--- config.mk ---
export PLATFORM = sky130hd
export DESIGN_NAME = uhirq_regs
export DESIGN_NICKNAME = d
export VERILOG_FILES = /design/src/uhirq_pkg.sv /design/src/uhirq_regs.sv
export SDC_FILE = /design/constraint.sdc
export NUM_CORES = 1
export LEC_CHECK = 0
export BUFFER_PORTS_ARGS = -buffer_cell sky130_fd_sc_hd__buf_2
export CORE_MARGIN = 4
export CORE_UTILIZATION = 25
export DETAILED_ROUTE_END_ITERATION = 10
export HOLD_SLACK_MARGIN = 0.05
export PLACE_DENSITY = 0.49
export RECOVER_POWER = 100
export SLEW_MARGIN = 20
export SYNTH_ARGS = -nofsm -noshare
export SYNTH_HDL_FRONTEND = slang
export SYNTH_SLANG_ARGS = --single-unit
--- constraint.sdc ---
create_clock -name clk_i -period 9.1 [get_ports clk_i]
set_clock_uncertainty 0.05 [all_clocks]
set_input_delay 0.455 -clock clk_i [delete_from_list [all_inputs] [get_ports clk_i]]
set_output_delay 0.455 -clock clk_i [all_outputs]
set_load 0.1 [all_outputs]
--- src/uhirq_pkg.sv ---
// uhirq_pkg: offsets, field positions, reset values and carriers for the
// host controller event, list pointer and frame timing register bank.
// assumes a 32-bit word register port addressed by byte address.
package uhirq_pkg;
   localparam int unsigned ADDR_W = 32;
   localparam int unsigned DATA_W = 32;

   // =====================================================================
   // register byte addresses
   localparam logic [31:0] OFS_EVENT_STATUS  = 32'hB000_700C;
   localparam logic [31:0] OFS_ENABLE_SET    = 32'hB000_7010;
   localparam logic [31:0] OFS_ENABLE_CLEAR  = 32'hB000_7014;
   localparam logic [31:0] OFS_SHARED_AREA   = 32'hB000_7018;
   localparam logic [31:0] OFS_PERIODIC_CUR  = 32'hB000_701C;
   localparam logic [31:0] OFS_CONTROL_HEAD  = 32'hB000_7020;
   localparam logic [31:0] OFS_CONTROL_CUR   = 32'hB000_7024;
   localparam logic [31:0] OFS_BULK_HEAD     = 32'hB000_7028;
   localparam logic [31:0] OFS_BULK_CUR      = 32'hB000_702C;
   localparam logic [31:0] OFS_DONE_HEAD     = 32'hB000_7030;
   localparam logic [31:0] OFS_FRAME_LENGTH  = 32'hB000_7034;
   localparam logic [31:0] OFS_TIME_LEFT     = 32'hB000_7038;
   localparam logic [31:0] OFS_FRAME_NUMBER  = 32'hB000_703C;

   // =====================================================================
   // event bit positions and masks
   localparam int unsigned BIT_MASTER      = 31;
   localparam int unsigned BIT_OWNER       = 30;
   localparam int unsigned BIT_HUB         = 6;
   localparam int unsigned BIT_FRAME_OVF   = 5;
   localparam int unsigned BIT_FATAL       = 4;
   localparam int unsigned BIT_RESUME      = 3;
   localparam int unsigned BIT_SOF         = 2;
   localparam int unsigned BIT_DONE        = 1;
   localparam int unsigned BIT_OVERRUN     = 0;
   localparam logic [31:0] EVENT_MASK      = 32'h4000_006F;
   localparam logic [31:0] AREA_MASK       = 32'hFFFF_FF80;
   localparam logic [31:0] DESC_MASK       = 32'hFFFF_FFF0;
   localparam logic [31:0] FRAME_CFG_MASK  = 32'hFFFF_3FFF;
   localparam logic [31:0] FRAME_CFG_RESET = 32'h0000_2EDF;
   localparam logic [31:0] ZERO_WORD       = 32'h0000_0000;

   // =====================================================================
   // frame timing fields
   localparam int unsigned FRAME_W        = 14;
   localparam int unsigned PKT_W          = 15;
   localparam int unsigned PKT_LSB        = 16;
   localparam int unsigned TOGGLE_BIT     = 31;
   localparam int unsigned FNUM_W         = 16;
   localparam int unsigned FNUM_TOP       = 15;
   localparam int unsigned CLK_MHZ        = 100;
   localparam int unsigned BIT_RATE_MHZ   = 12;
   localparam int unsigned BIT_DIV_TENTHS = CLK_MHZ * 10 / BIT_RATE_MHZ;

   // =====================================================================
   // carriers
   typedef struct packed {
      logic              wr;
      logic              rd;
      logic [ADDR_W-1:0] addr;
      logic [DATA_W-1:0] wdata;
   } uhirq_req_t;

   typedef struct packed {
      logic hub_change;
      logic resume;
      logic done_written;
      logic overrun;
   } uhirq_evt_t;
endpackage

--- src/uhirq_regs.sv ---
// uhirq_regs: event status, interrupt mask, descriptor pointers and frame
// timing for a full-speed host controller.
// assumes one 100 MHz clock; event inputs are same-clock one-cycle pulses;
// the list processor writes pointers through the hw_* write ports.
//
// Operation
// - ownership request from command register sets the owner change flag
// - root hub status change pulse sets hub change flag
// - each change of frame counter bit 15 sets overflow flag
// - fatal error flag and its enable bits read zero, writes ignored
// - resume detected on a downstream port sets resume flag
// - each start of frame sets the frame start flag
// - done list written flag set after done head written back
// - list processor overrun report sets the overrun flag
// - writing one to master enable turns on interrupt delivery
// - one to an enable bit enables that source, zero leaves it
// - writing one to master disable blocks all interrupt delivery
// - one to a disable bit disables that source, zero leaves it
// - shared area base keeps bits 31..7, low bits read zero
// - periodic current pointer keeps bits 31..4
// - control head and current pointers keep bits 31..4
// - bulk head and current pointers keep bits 31..4
// - completed head pointer keeps bits 31..4, low bits zero
// - at each frame start largest packet field loads the packet counter
// - frame length holds bit times minus one, default 11999
// - time left counts down at 12 MHz when running, reloads at zero
// - on reload time left toggle copies frame length toggle
// - 16-bit frame counter increments on each reload, wrapping
`default_nettype none
module uhirq_regs
   import uhirq_pkg::*;
(
   input  wire logic              clk_i,
   input  wire logic              rst_n_i,
   input  wire logic              wr_i,
   input  wire logic              rd_i,
   input  wire logic [ADDR_W-1:0] addr_i,
   input  wire logic [DATA_W-1:0] wdata_i,
   output logic      [DATA_W-1:0] rdata_o,
   input  wire logic              owner_change_request_i,
   input  wire logic              hub_change_i,
   input  wire logic              resume_i,
   input  wire logic              done_written_i,
   input  wire logic              overrun_i,
   input  wire logic              operational_i,
   input  wire logic              hw_periodic_we_i,
   input  wire logic              hw_control_we_i,
   input  wire logic              hw_bulk_we_i,
   input  wire logic              hw_done_we_i,
   input  wire logic [DATA_W-1:0] hw_pointer_i,
   output logic                   irq_o,
   output logic                   frame_start_o,
   output logic      [PKT_W-1:0]  largest_packet_bits_o,
   output logic      [FNUM_W-1:0] frame_counter_o
);
   // ======================================================================
   // reset release
   logic rst_meta;
   logic rst_sync;
   always_ff @(posedge clk_i or negedge rst_n_i) begin
      if (!rst_n_i) begin
         rst_meta <= 1'b0;
         rst_sync <= 1'b0;
      end else begin
         rst_meta <= 1'b1;
         rst_sync <= rst_meta;
      end
   end

   // ======================================================================
   // decode
   uhirq_req_t req;
   assign req = '{wr: wr_i, rd: rd_i, addr: addr_i, wdata: wdata_i};

   function automatic logic wr_hit(uhirq_req_t r, logic [31:0] ofs);
      return r.wr && (r.addr == ofs);
   endfunction

   // ======================================================================
   // state
   logic [31:0]        status;
   logic [31:0]        mask;
   logic [31:0]        area;
   logic [31:0]        periodic_cur;
   logic [31:0]        control_head;
   logic [31:0]        control_cur;
   logic [31:0]        bulk_head;
   logic [31:0]        bulk_cur;
   logic [31:0]        done_head;
   logic [31:0]        frame_cfg;
   logic [FRAME_W-1:0] time_left;
   logic               time_toggle;
   logic [FNUM_W-1:0]  fnum;
   logic [7:0]         div_acc;
   logic               run_d;
   logic [PKT_W-1:0]   pkt_cnt;
   logic               sof;
   logic               irq;
   logic [31:0]        rdata;

   logic [31:0]        next_status;
   logic [31:0]        next_mask;
   logic [31:0]        next_area;
   logic [31:0]        next_periodic_cur;
   logic [31:0]        next_control_head;
   logic [31:0]        next_control_cur;
   logic [31:0]        next_bulk_head;
   logic [31:0]        next_bulk_cur;
   logic [31:0]        next_done_head;
   logic [31:0]        next_frame_cfg;
   logic [FRAME_W-1:0] next_time_left;
   logic               next_time_toggle;
   logic [FNUM_W-1:0]  next_fnum;
   logic [7:0]         next_div_acc;
   logic [PKT_W-1:0]   next_pkt_cnt;
   logic               next_sof;
   logic               next_irq;
   logic [31:0]        next_rdata;

   // ======================================================================
   // frame timing
   localparam logic [7:0] DIV_STEP = 8'h0A;
   logic tick;
   logic reload;
   logic [31:0] set_evt;
   always_comb begin
      next_div_acc = div_acc;
      tick = 1'b0;
      if (operational_i) begin
         if (div_acc + DIV_STEP >= 8'(BIT_DIV_TENTHS)) begin
            next_div_acc = 8'(div_acc + DIV_STEP - 8'(BIT_DIV_TENTHS));
            tick = 1'b1;
         end else begin
            next_div_acc = 8'(div_acc + DIV_STEP);
         end
      end else begin
         next_div_acc = 8'h00;
      end
      reload = operational_i && ((!run_d) || (tick && time_left == '0));
      next_time_left = time_left;
      next_time_toggle = time_toggle;
      next_fnum = fnum;
      next_pkt_cnt = pkt_cnt;
      if (reload) begin
         next_time_left = frame_cfg[FRAME_W-1:0];
         next_time_toggle = frame_cfg[TOGGLE_BIT];
         next_fnum = FNUM_W'(fnum + 1'b1);
         next_pkt_cnt = frame_cfg[PKT_LSB +: PKT_W];
      end else if (tick) begin
         next_time_left = FRAME_W'(time_left - 1'b1);
      end
      next_sof = reload;
   end

   // ======================================================================
   // events and mask
   localparam logic [31:0] MASK_BITS = EVENT_MASK | (32'h1 << BIT_MASTER);
   always_comb begin
      set_evt = ZERO_WORD;
      set_evt[BIT_OWNER] = owner_change_request_i;
      set_evt[BIT_HUB] = hub_change_i;
      set_evt[BIT_FRAME_OVF] = next_fnum[FNUM_TOP] ^ fnum[FNUM_TOP];
      set_evt[BIT_RESUME] = resume_i;
      set_evt[BIT_SOF] = sof;
      set_evt[BIT_DONE] = done_written_i;
      set_evt[BIT_OVERRUN] = overrun_i;
      next_status = status;
      if (wr_hit(req, OFS_EVENT_STATUS)) begin
         next_status = status & ~req.wdata;
      end
      next_status = (next_status | set_evt) & EVENT_MASK;
      next_mask = mask;
      if (wr_hit(req, OFS_ENABLE_SET)) begin
         next_mask = mask | (req.wdata & MASK_BITS);
      end
      if (wr_hit(req, OFS_ENABLE_CLEAR)) begin
         next_mask = mask & ~(req.wdata & MASK_BITS);
      end
      next_irq = next_mask[BIT_MASTER]
                 && |(next_status & next_mask & EVENT_MASK);
   end

   // ======================================================================
   // pointers
   always_comb begin
      next_area = area;
      next_periodic_cur = periodic_cur;
      next_control_head = control_head;
      next_control_cur = control_cur;
      next_bulk_head = bulk_head;
      next_bulk_cur = bulk_cur;
      next_done_head = done_head;
      next_frame_cfg = frame_cfg;
      if (wr_hit(req, OFS_SHARED_AREA)) begin
         next_area = req.wdata & AREA_MASK;
      end
      if (wr_hit(req, OFS_PERIODIC_CUR)) begin
         next_periodic_cur = req.wdata & DESC_MASK;
      end
      if (hw_periodic_we_i) begin
         next_periodic_cur = hw_pointer_i & DESC_MASK;
      end
      if (wr_hit(req, OFS_CONTROL_HEAD)) begin
         next_control_head = req.wdata & DESC_MASK;
      end
      if (wr_hit(req, OFS_CONTROL_CUR)) begin
         next_control_cur = req.wdata & DESC_MASK;
      end
      if (hw_control_we_i) begin
         next_control_cur = hw_pointer_i & DESC_MASK;
      end
      if (wr_hit(req, OFS_BULK_HEAD)) begin
         next_bulk_head = req.wdata & DESC_MASK;
      end
      if (wr_hit(req, OFS_BULK_CUR)) begin
         next_bulk_cur = req.wdata & DESC_MASK;
      end
      if (hw_bulk_we_i) begin
         next_bulk_cur = hw_pointer_i & DESC_MASK;
      end
      if (wr_hit(req, OFS_DONE_HEAD)) begin
         next_done_head = req.wdata & DESC_MASK;
      end
      if (hw_done_we_i) begin
         next_done_head = hw_pointer_i & DESC_MASK;
      end
      if (wr_hit(req, OFS_FRAME_LENGTH)) begin
         next_frame_cfg = req.wdata & FRAME_CFG_MASK;
      end
   end

   // ======================================================================
   // read mux
   always_comb begin
      next_rdata = ZERO_WORD;
      if (req.rd) begin
         case (req.addr)
            OFS_EVENT_STATUS: next_rdata = status;
            OFS_ENABLE_SET:   next_rdata = mask;
            OFS_ENABLE_CLEAR: next_rdata = mask;
            OFS_SHARED_AREA:  next_rdata = area;
            OFS_PERIODIC_CUR: next_rdata = periodic_cur;
            OFS_CONTROL_HEAD: next_rdata = control_head;
            OFS_CONTROL_CUR:  next_rdata = control_cur;
            OFS_BULK_HEAD:    next_rdata = bulk_head;
            OFS_BULK_CUR:     next_rdata = bulk_cur;
            OFS_DONE_HEAD:    next_rdata = done_head;
            OFS_FRAME_LENGTH: next_rdata = frame_cfg;
            OFS_TIME_LEFT:    next_rdata = {time_toggle, 17'h0, time_left};
            OFS_FRAME_NUMBER: next_rdata = {16'h0000, fnum};
            default:          next_rdata = ZERO_WORD;
         endcase
      end
   end

   // ======================================================================
   // registers
   always_ff @(posedge clk_i or negedge rst_sync) begin
      if (!rst_sync) begin
         status <= ZERO_WORD;
         mask <= ZERO_WORD;
         area <= ZERO_WORD;
         periodic_cur <= ZERO_WORD;
         control_head <= ZERO_WORD;
         control_cur <= ZERO_WORD;
         bulk_head <= ZERO_WORD;
         bulk_cur <= ZERO_WORD;
         done_head <= ZERO_WORD;
         frame_cfg <= FRAME_CFG_RESET;
         time_left <= '0;
         time_toggle <= 1'b0;
         fnum <= '0;
         div_acc <= 8'h00;
         run_d <= 1'b0;
         pkt_cnt <= '0;
         sof <= 1'b0;
         irq <= 1'b0;
         rdata <= ZERO_WORD;
      end else begin
         status <= next_status;
         mask <= next_mask;
         area <= next_area;
         periodic_cur <= next_periodic_cur;
         control_head <= next_control_head;
         control_cur <= next_control_cur;
         bulk_head <= next_bulk_head;
         bulk_cur <= next_bulk_cur;
         done_head <= next_done_head;
         frame_cfg <= next_frame_cfg;
         time_left <= next_time_left;
         time_toggle <= next_time_toggle;
         fnum <= next_fnum;
         div_acc <= next_div_acc;
         run_d <= operational_i;
         pkt_cnt <= next_pkt_cnt;
         sof <= next_sof;
         irq <= next_irq;
         rdata <= next_rdata;
      end
   end

   assign rdata_o = rdata;
   assign irq_o = irq;
   assign frame_start_o = sof;
   assign largest_packet_bits_o = pkt_cnt;
   assign frame_counter_o = fnum;

   // ======================================================================
   // checks
   chk_fatal_zero: assert property (@(posedge clk_i)
      disable iff (!rst_sync) !status[BIT_FATAL] && !mask[BIT_FATAL])
      else $error("fatal error bits not zero");
   chk_owner_set: assert property (@(posedge clk_i)
      disable iff (!rst_sync) owner_change_request_i |=> status[BIT_OWNER])
      else $error("owner change flag not set");
   chk_hub_set: assert property (@(posedge clk_i)
      disable iff (!rst_sync) hub_change_i |=> status[BIT_HUB])
      else $error("hub change flag not set");
   chk_done_set: assert property (@(posedge clk_i)
      disable iff (!rst_sync) done_written_i |=> status[BIT_DONE])
      else $error("done flag not set");
   chk_ovf_set: assert property (@(posedge clk_i)
      disable iff (!rst_sync)
      $changed(fnum[FNUM_TOP]) |-> status[BIT_FRAME_OVF])
      else $error("frame overflow flag not set");
   chk_irq_master: assert property (@(posedge clk_i)
      disable iff (!rst_sync) !mask[BIT_MASTER] |-> !irq)
      else $error("irq without master enable");
   chk_irq_raise: assert property (@(posedge clk_i)
      disable iff (!rst_sync)
      (mask[BIT_MASTER] && |(status & mask & EVENT_MASK)) |-> irq)
      else $error("irq missing");
   chk_fnum_step: assert property (@(posedge clk_i)
      disable iff (!rst_sync) sof |-> fnum == FNUM_W'($past(fnum) + 1'b1))
      else $error("frame counter step wrong");
   chk_area_low: assert property (@(posedge clk_i)
      disable iff (!rst_sync) (area & ~AREA_MASK) == ZERO_WORD)
      else $error("area low bits set");
   chk_reload_val: assert property (@(posedge clk_i)
      disable iff (!rst_sync)
      sof |-> time_left == $past(frame_cfg[FRAME_W-1:0])
             && time_toggle == $past(frame_cfg[TOGGLE_BIT]))
      else $error("reload value wrong");
   chk_sof_flag: assert property (@(posedge clk_i)
      disable iff (!rst_sync) sof |=> status[BIT_SOF])
      else $error("frame start flag not set");
   chk_status_clear: assert property (@(posedge clk_i)
      disable iff (!rst_sync)
      wr_hit(req, OFS_EVENT_STATUS) && req.wdata[BIT_HUB] && !hub_change_i
      |=> !status[BIT_HUB])
      else $error("status flag not cleared");
endmodule
`default_nettype wire

# After elaboration in Yosys (flattened, before gate mapping)
# Index checks and enable logic that the tools add are counted.
dict set report word_totals {
  reg_bits 369
  input_bits 110
  word_cells 92
}
dict set report classes {
  n_addsub 4
  order_cmp 1
  eq_ne 13
  mux 20
  bitwise 8
  reduce_logical 24
}
# operator n
set ops {}
lappend ops {{32-bit == test, second input constant} 13}
lappend ops {{32-bit one-hot mux with 12 select lines} 1}
lappend ops {{32-bit two-way mux} 11}
lappend ops {{31-bit AND} 2}
lappend ops {{32-bit AND} 1}
lappend ops {{32-bit NOT} 1}
lappend ops {{32-bit bitwise OR} 1}
lappend ops {{31-bit two-way mux} 1}
lappend ops {{31-bit NOT} 1}
lappend ops {{31-bit bitwise OR} 1}
lappend ops {{14-bit two-way mux} 2}
lappend ops {{16-bit by 1-bit adder with 16-bit output, second input constant} 1}
lappend ops {{16-bit two-way mux} 1}
lappend ops {{8-bit two-way mux} 2}
lappend ops {{1-bit logical AND} 14}
lappend ops {{14-bit logical NOT} 1}
lappend ops {{14-bit by 1-bit subtractor with 14-bit output, second input constant} 1}
lappend ops {{2-bit nonzero test} 5}
lappend ops {{8-bit by 4-bit adder with 8-bit output, second input constant} 1}
lappend ops {{8-bit by 7-bit >= comparator with 1-bit output, second input constant} 1}
lappend ops {{8-bit by 7-bit subtractor with 8-bit output, second input constant} 1}
lappend ops {{7-bit OR reduction} 1}
lappend ops {{1-bit two-way mux} 2}
lappend ops {{2-bit OR reduction} 1}
lappend ops {{other kinds (3)} 3}

# Logic depth before layout (Yosys ltp)
dict set report depth {
  word_depth 13
  mapped_depth 11
  depth_no_buf 9
}

# Worst setup path before layout
# Ideal clock, no wire load.
dict set report synth_timing {
  kind {input port to flip-flop}
  start {input addr_i[20]}
  end {register area[11]}
  setup_ps 125
  arrival_time_ps 2472
  t_required_ps 8925
  slack_ps 6452
  path_stages 7
  path_buffers 1
  path_cell_list {or4_4 nand3b_4 or4b_4 nor2_8 nand2_4 buf_6 mux2_4}
}
dict set report synth_via {
  elab_chain_len 2
}
# element line
set synth_lines {}
lappend synth_lines {{start, declared} uhirq_regs.sv:37} ;# input wire logic [ADDR_W-1:0] addr_i,
lappend synth_lines {{32-bit == test} uhirq_regs.sv:76} ;# return r.wr && (r.addr == ofs);
lappend synth_lines {{1-bit logical AND} uhirq_regs.sv:76}
lappend synth_lines {{end signal, assigned} uhirq_regs.sv:282} ;# area <= next_area;
lappend synth_lines {{end, declared} uhirq_regs.sv:83} ;# logic [31:0] area;
# No other way between the ends.
# A chain may end at the register's enable or synchronous reset.

# Worst setup path in the final report
dict set report layout_timing {
  start {input addr_i[7]}
  end {register control_cur[17]}
}
dict set report layout_via {
  elab_chain_len 3
}
# element line
set layout_lines {}
lappend layout_lines {{32-bit == test} uhirq_regs.sv:76}
lappend layout_lines {{1-bit logical AND} uhirq_regs.sv:76}
lappend layout_lines {{2-bit nonzero test (no line)} n/a}
lappend layout_lines {{end signal, assigned} uhirq_regs.sv:285} ;# control_cur <= next_control_cur;
lappend layout_lines {{end, declared} uhirq_regs.sv:86} ;# logic [31:0] control_cur;
# No other way between the ends.

==> impl_metrics.tcl <==
set metrics [dict create \
    drive_gt1_share_pct 20.93 \
    yosysWarnings 0 \
    dp_cells 2200 \
    ant_nets 0 \
    fmax_ghz 0.1707 \
    cts_buffer_depth 3 \
    drc 0 \
    rr_startpoint "time_left[0]" \
    synth-seq-cells 329 \
    finalCriticalPeriod_ns 5.858 \
    worst_slew_pin_slew_ns 3.151 \
    min_period_over_period_pct 64.37 \
    cts_tree "done" \
    num_vias 11310 \
    avgRoutedWirePerCell_um 22.11 \
    io_buffers 170 \
    grt_max_degree 82 \
    finalWirelength_um 50370 \
    gp_congestion 0.7887 \
    worstSkewPairLatency_ns 0.55 \
    critPathKind "in -> reg" \
    yosysTopAreaCell "dfrtp_1" \
    violations "max-capacitance violations, max-slew violations" \
    met2WireLength_um 23600 \
    rsz0062_at_grt "false" \
    holdCritPathClass "in -> reg" \
    dieArea_um2 65730 \
    crit_fanout 50 \
    max_slew_margin_pct -110.1 \
    cp.arrival_ns 6.12 \
    cap_violations 15 \
    layout.cells.non_filler 2278 \
    p_per_area_nw_per_um2 203.3 \
    crit_path_start_kind "input pin" \
    cts_made_buffers 39 \
    cts_setup_buffers 0 \
    r2r_end "frame_counter_o[14]" \
    fin_util_pct 29.84 \
    syn_area_um2 15420 \
    synth_flop_cell "dfrtp_1" \
    globalRouteTotalUtil_pct 15.06 \
    min_to "status[6]" \
    grt-ovfl-total 0 \
    wl_met1_um 22490 \
    p_leak_nw 8.069 \
    dp_hpwl_um 31950 \
    crit_path_end_kind "flip-flop" \
    nets 1578 \
    viasPerCell 4.966 \
    start_util_pct 25.41 \
    ys_types 71 \
    async_reset_ff_share_pct 100.0 \
    cts.sinks 329 \
    cts_hold_buf 4 \
    dr.first_iter.drc_count 791 \
    synthDominantCellAreaShare_pct 51.60 \
    htreeDepth 2 \
    hold_start "hub_change_i" \
    core_area_um2 60700 \
    synth_cells 1316 \
    rows 90 \
    critPathRequiredTime_ns 9.36 \
    maxUsedRoutingLayer "met5" \
    die_height_um 256.4 \
    post_cts_resized 0 \
    reg2reg_slack_ns 4.00 \
    yosys-top-cells-area "dfrtp_1 52%, mux2_2 8.0%, mux2i_1 7.3%, o21ai_0 4.3%, nand2_1 3.5%" \
    wl_met3_um 2793 \
    ir_drop_mv 0.1143 \
    setup_viol 0 \
    synth_seq_area_share_pct 53.47 \
    synth_edf_count 0 \
    path_clk_slew_ns 0.06 \
    hold_path_depth 2 \
    synth_nets 1431 \
    die_x_um 256.4 \
    cts_root_buffer "clkbuf_16" \
    outcome "finished, violations left" \
    reg2reg_depth 10 \
    grt_pass1_vias 11860 \
    fin_setup_tns_ns 0 \
    io_pins 175 \
    syn_avg_cell_area_um2 11.72 \
    slew_violations 514 \
    area_growth_pct 17.42 \
    dr.pass1.iters 5 \
    antenna_found_initial 11 \
    grt_pass1_wl_um 76550 \
    final_hold_viol_count 0 \
]
## synth_stat cells (5+ instances only)
cell type / instances
dfrtp_1: 318
nand2_1: 142
o21ai_0: 134
mux2i_1: 113
mux2_2: 110
clkbuf_1: 57
a22oi_1: 54
a222oi_1: 34
buf_2: 23
mux2_4: 23
nor2_1: 21
xnor2_1: 21
a31oi_1: 17
a21oi_1: 15
and3_1: 15
nand4_1: 15
a221oi_1: 14
a22o_1: 14
nor3_1: 13
a41oi_1: 12
dfstp_2: 11
nand3_1: 11
inv_1: 10
nor2b_1: 8
a221o_1: 6
buf_6: 6
or2_2: 6
or3_1: 6
xor2_1: 6
a21boi_0: 5
ha_1: 5
nor3b_1: 5
## kinds of logic after synthesis
family	share of synthesized area, %
compound gates	14.21
xor+xnor	1.533
fa+ha+maj	0.4056
buf+inv	3.180
flops	53.47
mux	17.75
other cells	0.02432
simple gates	9.419
## power breakdown
group          switching (W)  internal, W
Sequential         0.0000806      0.00155
Combinational       0.000348     0.000165
Clock               0.000622     0.000917
Total                0.00105      0.00263
## critical path, cell delays in order
cell,delay [ns]
buf_2,0.10
nor4bb_1,0.70
and3_1,0.32
nand3b_1,0.32
nor3_4,0.20
clkbuf_1,1.76
a21oi_1,0.68
clkbuf_1,1.11
nand2_1,0.32
o21ai_0,0.12
## area by class of cell
cell class	instances	area, um^2
fillers	6212	42590
flip-flops and latches	329	8247
multi-input cells	883	6618
clock buffers	60	1177
well taps	782	978.4
repair buffers	199	960.9
clock inverters	9	73.82
inverters	11	41.29
diodes	5	12.51
## routing by layer
metal / global-route usage (%) / vias to the layer above
met5: 0 / -
met1: 20.12 / 5701
li1: - / 5201
met4: 4.243 / 12
met2: 24.61 / 308
met3: 3.454 / 90
## placed cells by master (no fill, tap or decap), types with 15 or more instances in the layout
cell type / netlist / final
o21ai_0: 134 / 135
clkbuf_16: 0 / 41
buf_2: 23 / 103
clkbuf_1: 57 / 90
mux2_2: 110 / 104
and3_1: 15 / 15
a222oi_1: 34 / 34
nand2_1: 142 / 143
a31oi_1: 17 / 17
mux2_1: 2 / 31
a22oi_1: 54 / 54
dfrtp_1: 318 / 318
mux2i_1: 113 / 113
xnor2_1: 21 / 21
nor2_1: 21 / 19
nand4_1: 15 / 16
## sequential cells by signal, summed over array words and instances, names as in the netlist, 7 cells and up
| register | cells |
|---|---|
| rdata_o | 32 |
| frame_cfg | 30 |
| bulk_cur | 28 |
| bulk_head | 28 |
| control_cur | 28 |
| control_head | 28 |
| done_head | 28 |
| periodic_cur | 28 |
| area | 25 |
| frame_counter_o | 16 |
| largest_packet_bits_o | 15 |
| time_left | 14 |
| div_acc | 8 |
| mask | 8 |
| status | 7 |
## worst max path at each step
stage	startpoint	end	slack [ns]	depth (start not counted)
detailed placement	addr_i[7]	area[13]	5.33	6
floorplan	rst_sync	area[10]	3.68	0
global placement	addr_i[17]	area[19]	5.39	7
CTS	time_left[0]	largest_packet_bits_o[1]	5.78	9
finish	addr_i[7]	control_cur[17]	3.24	10
global route	addr_i[7]	control_cur[26]	2.79	10
## stage by stage
stage	cell area (um^2)	hold WS, ns	setup slack (ns)	power [W]
final	18110	0.08997	3.242	0.003682
after global routing	18100	0.06837	2.795	0.003857
after CTS	18390	0.05106	5.782	0.003744
after detailed placement	17100	0.1956	5.329	0.002179
after global placement	17100	0.1935	5.386	0.002163
after floorplan	15420	0.1094	3.681	0.002009
Note: power is estimated with default switching activity, not from simulation.
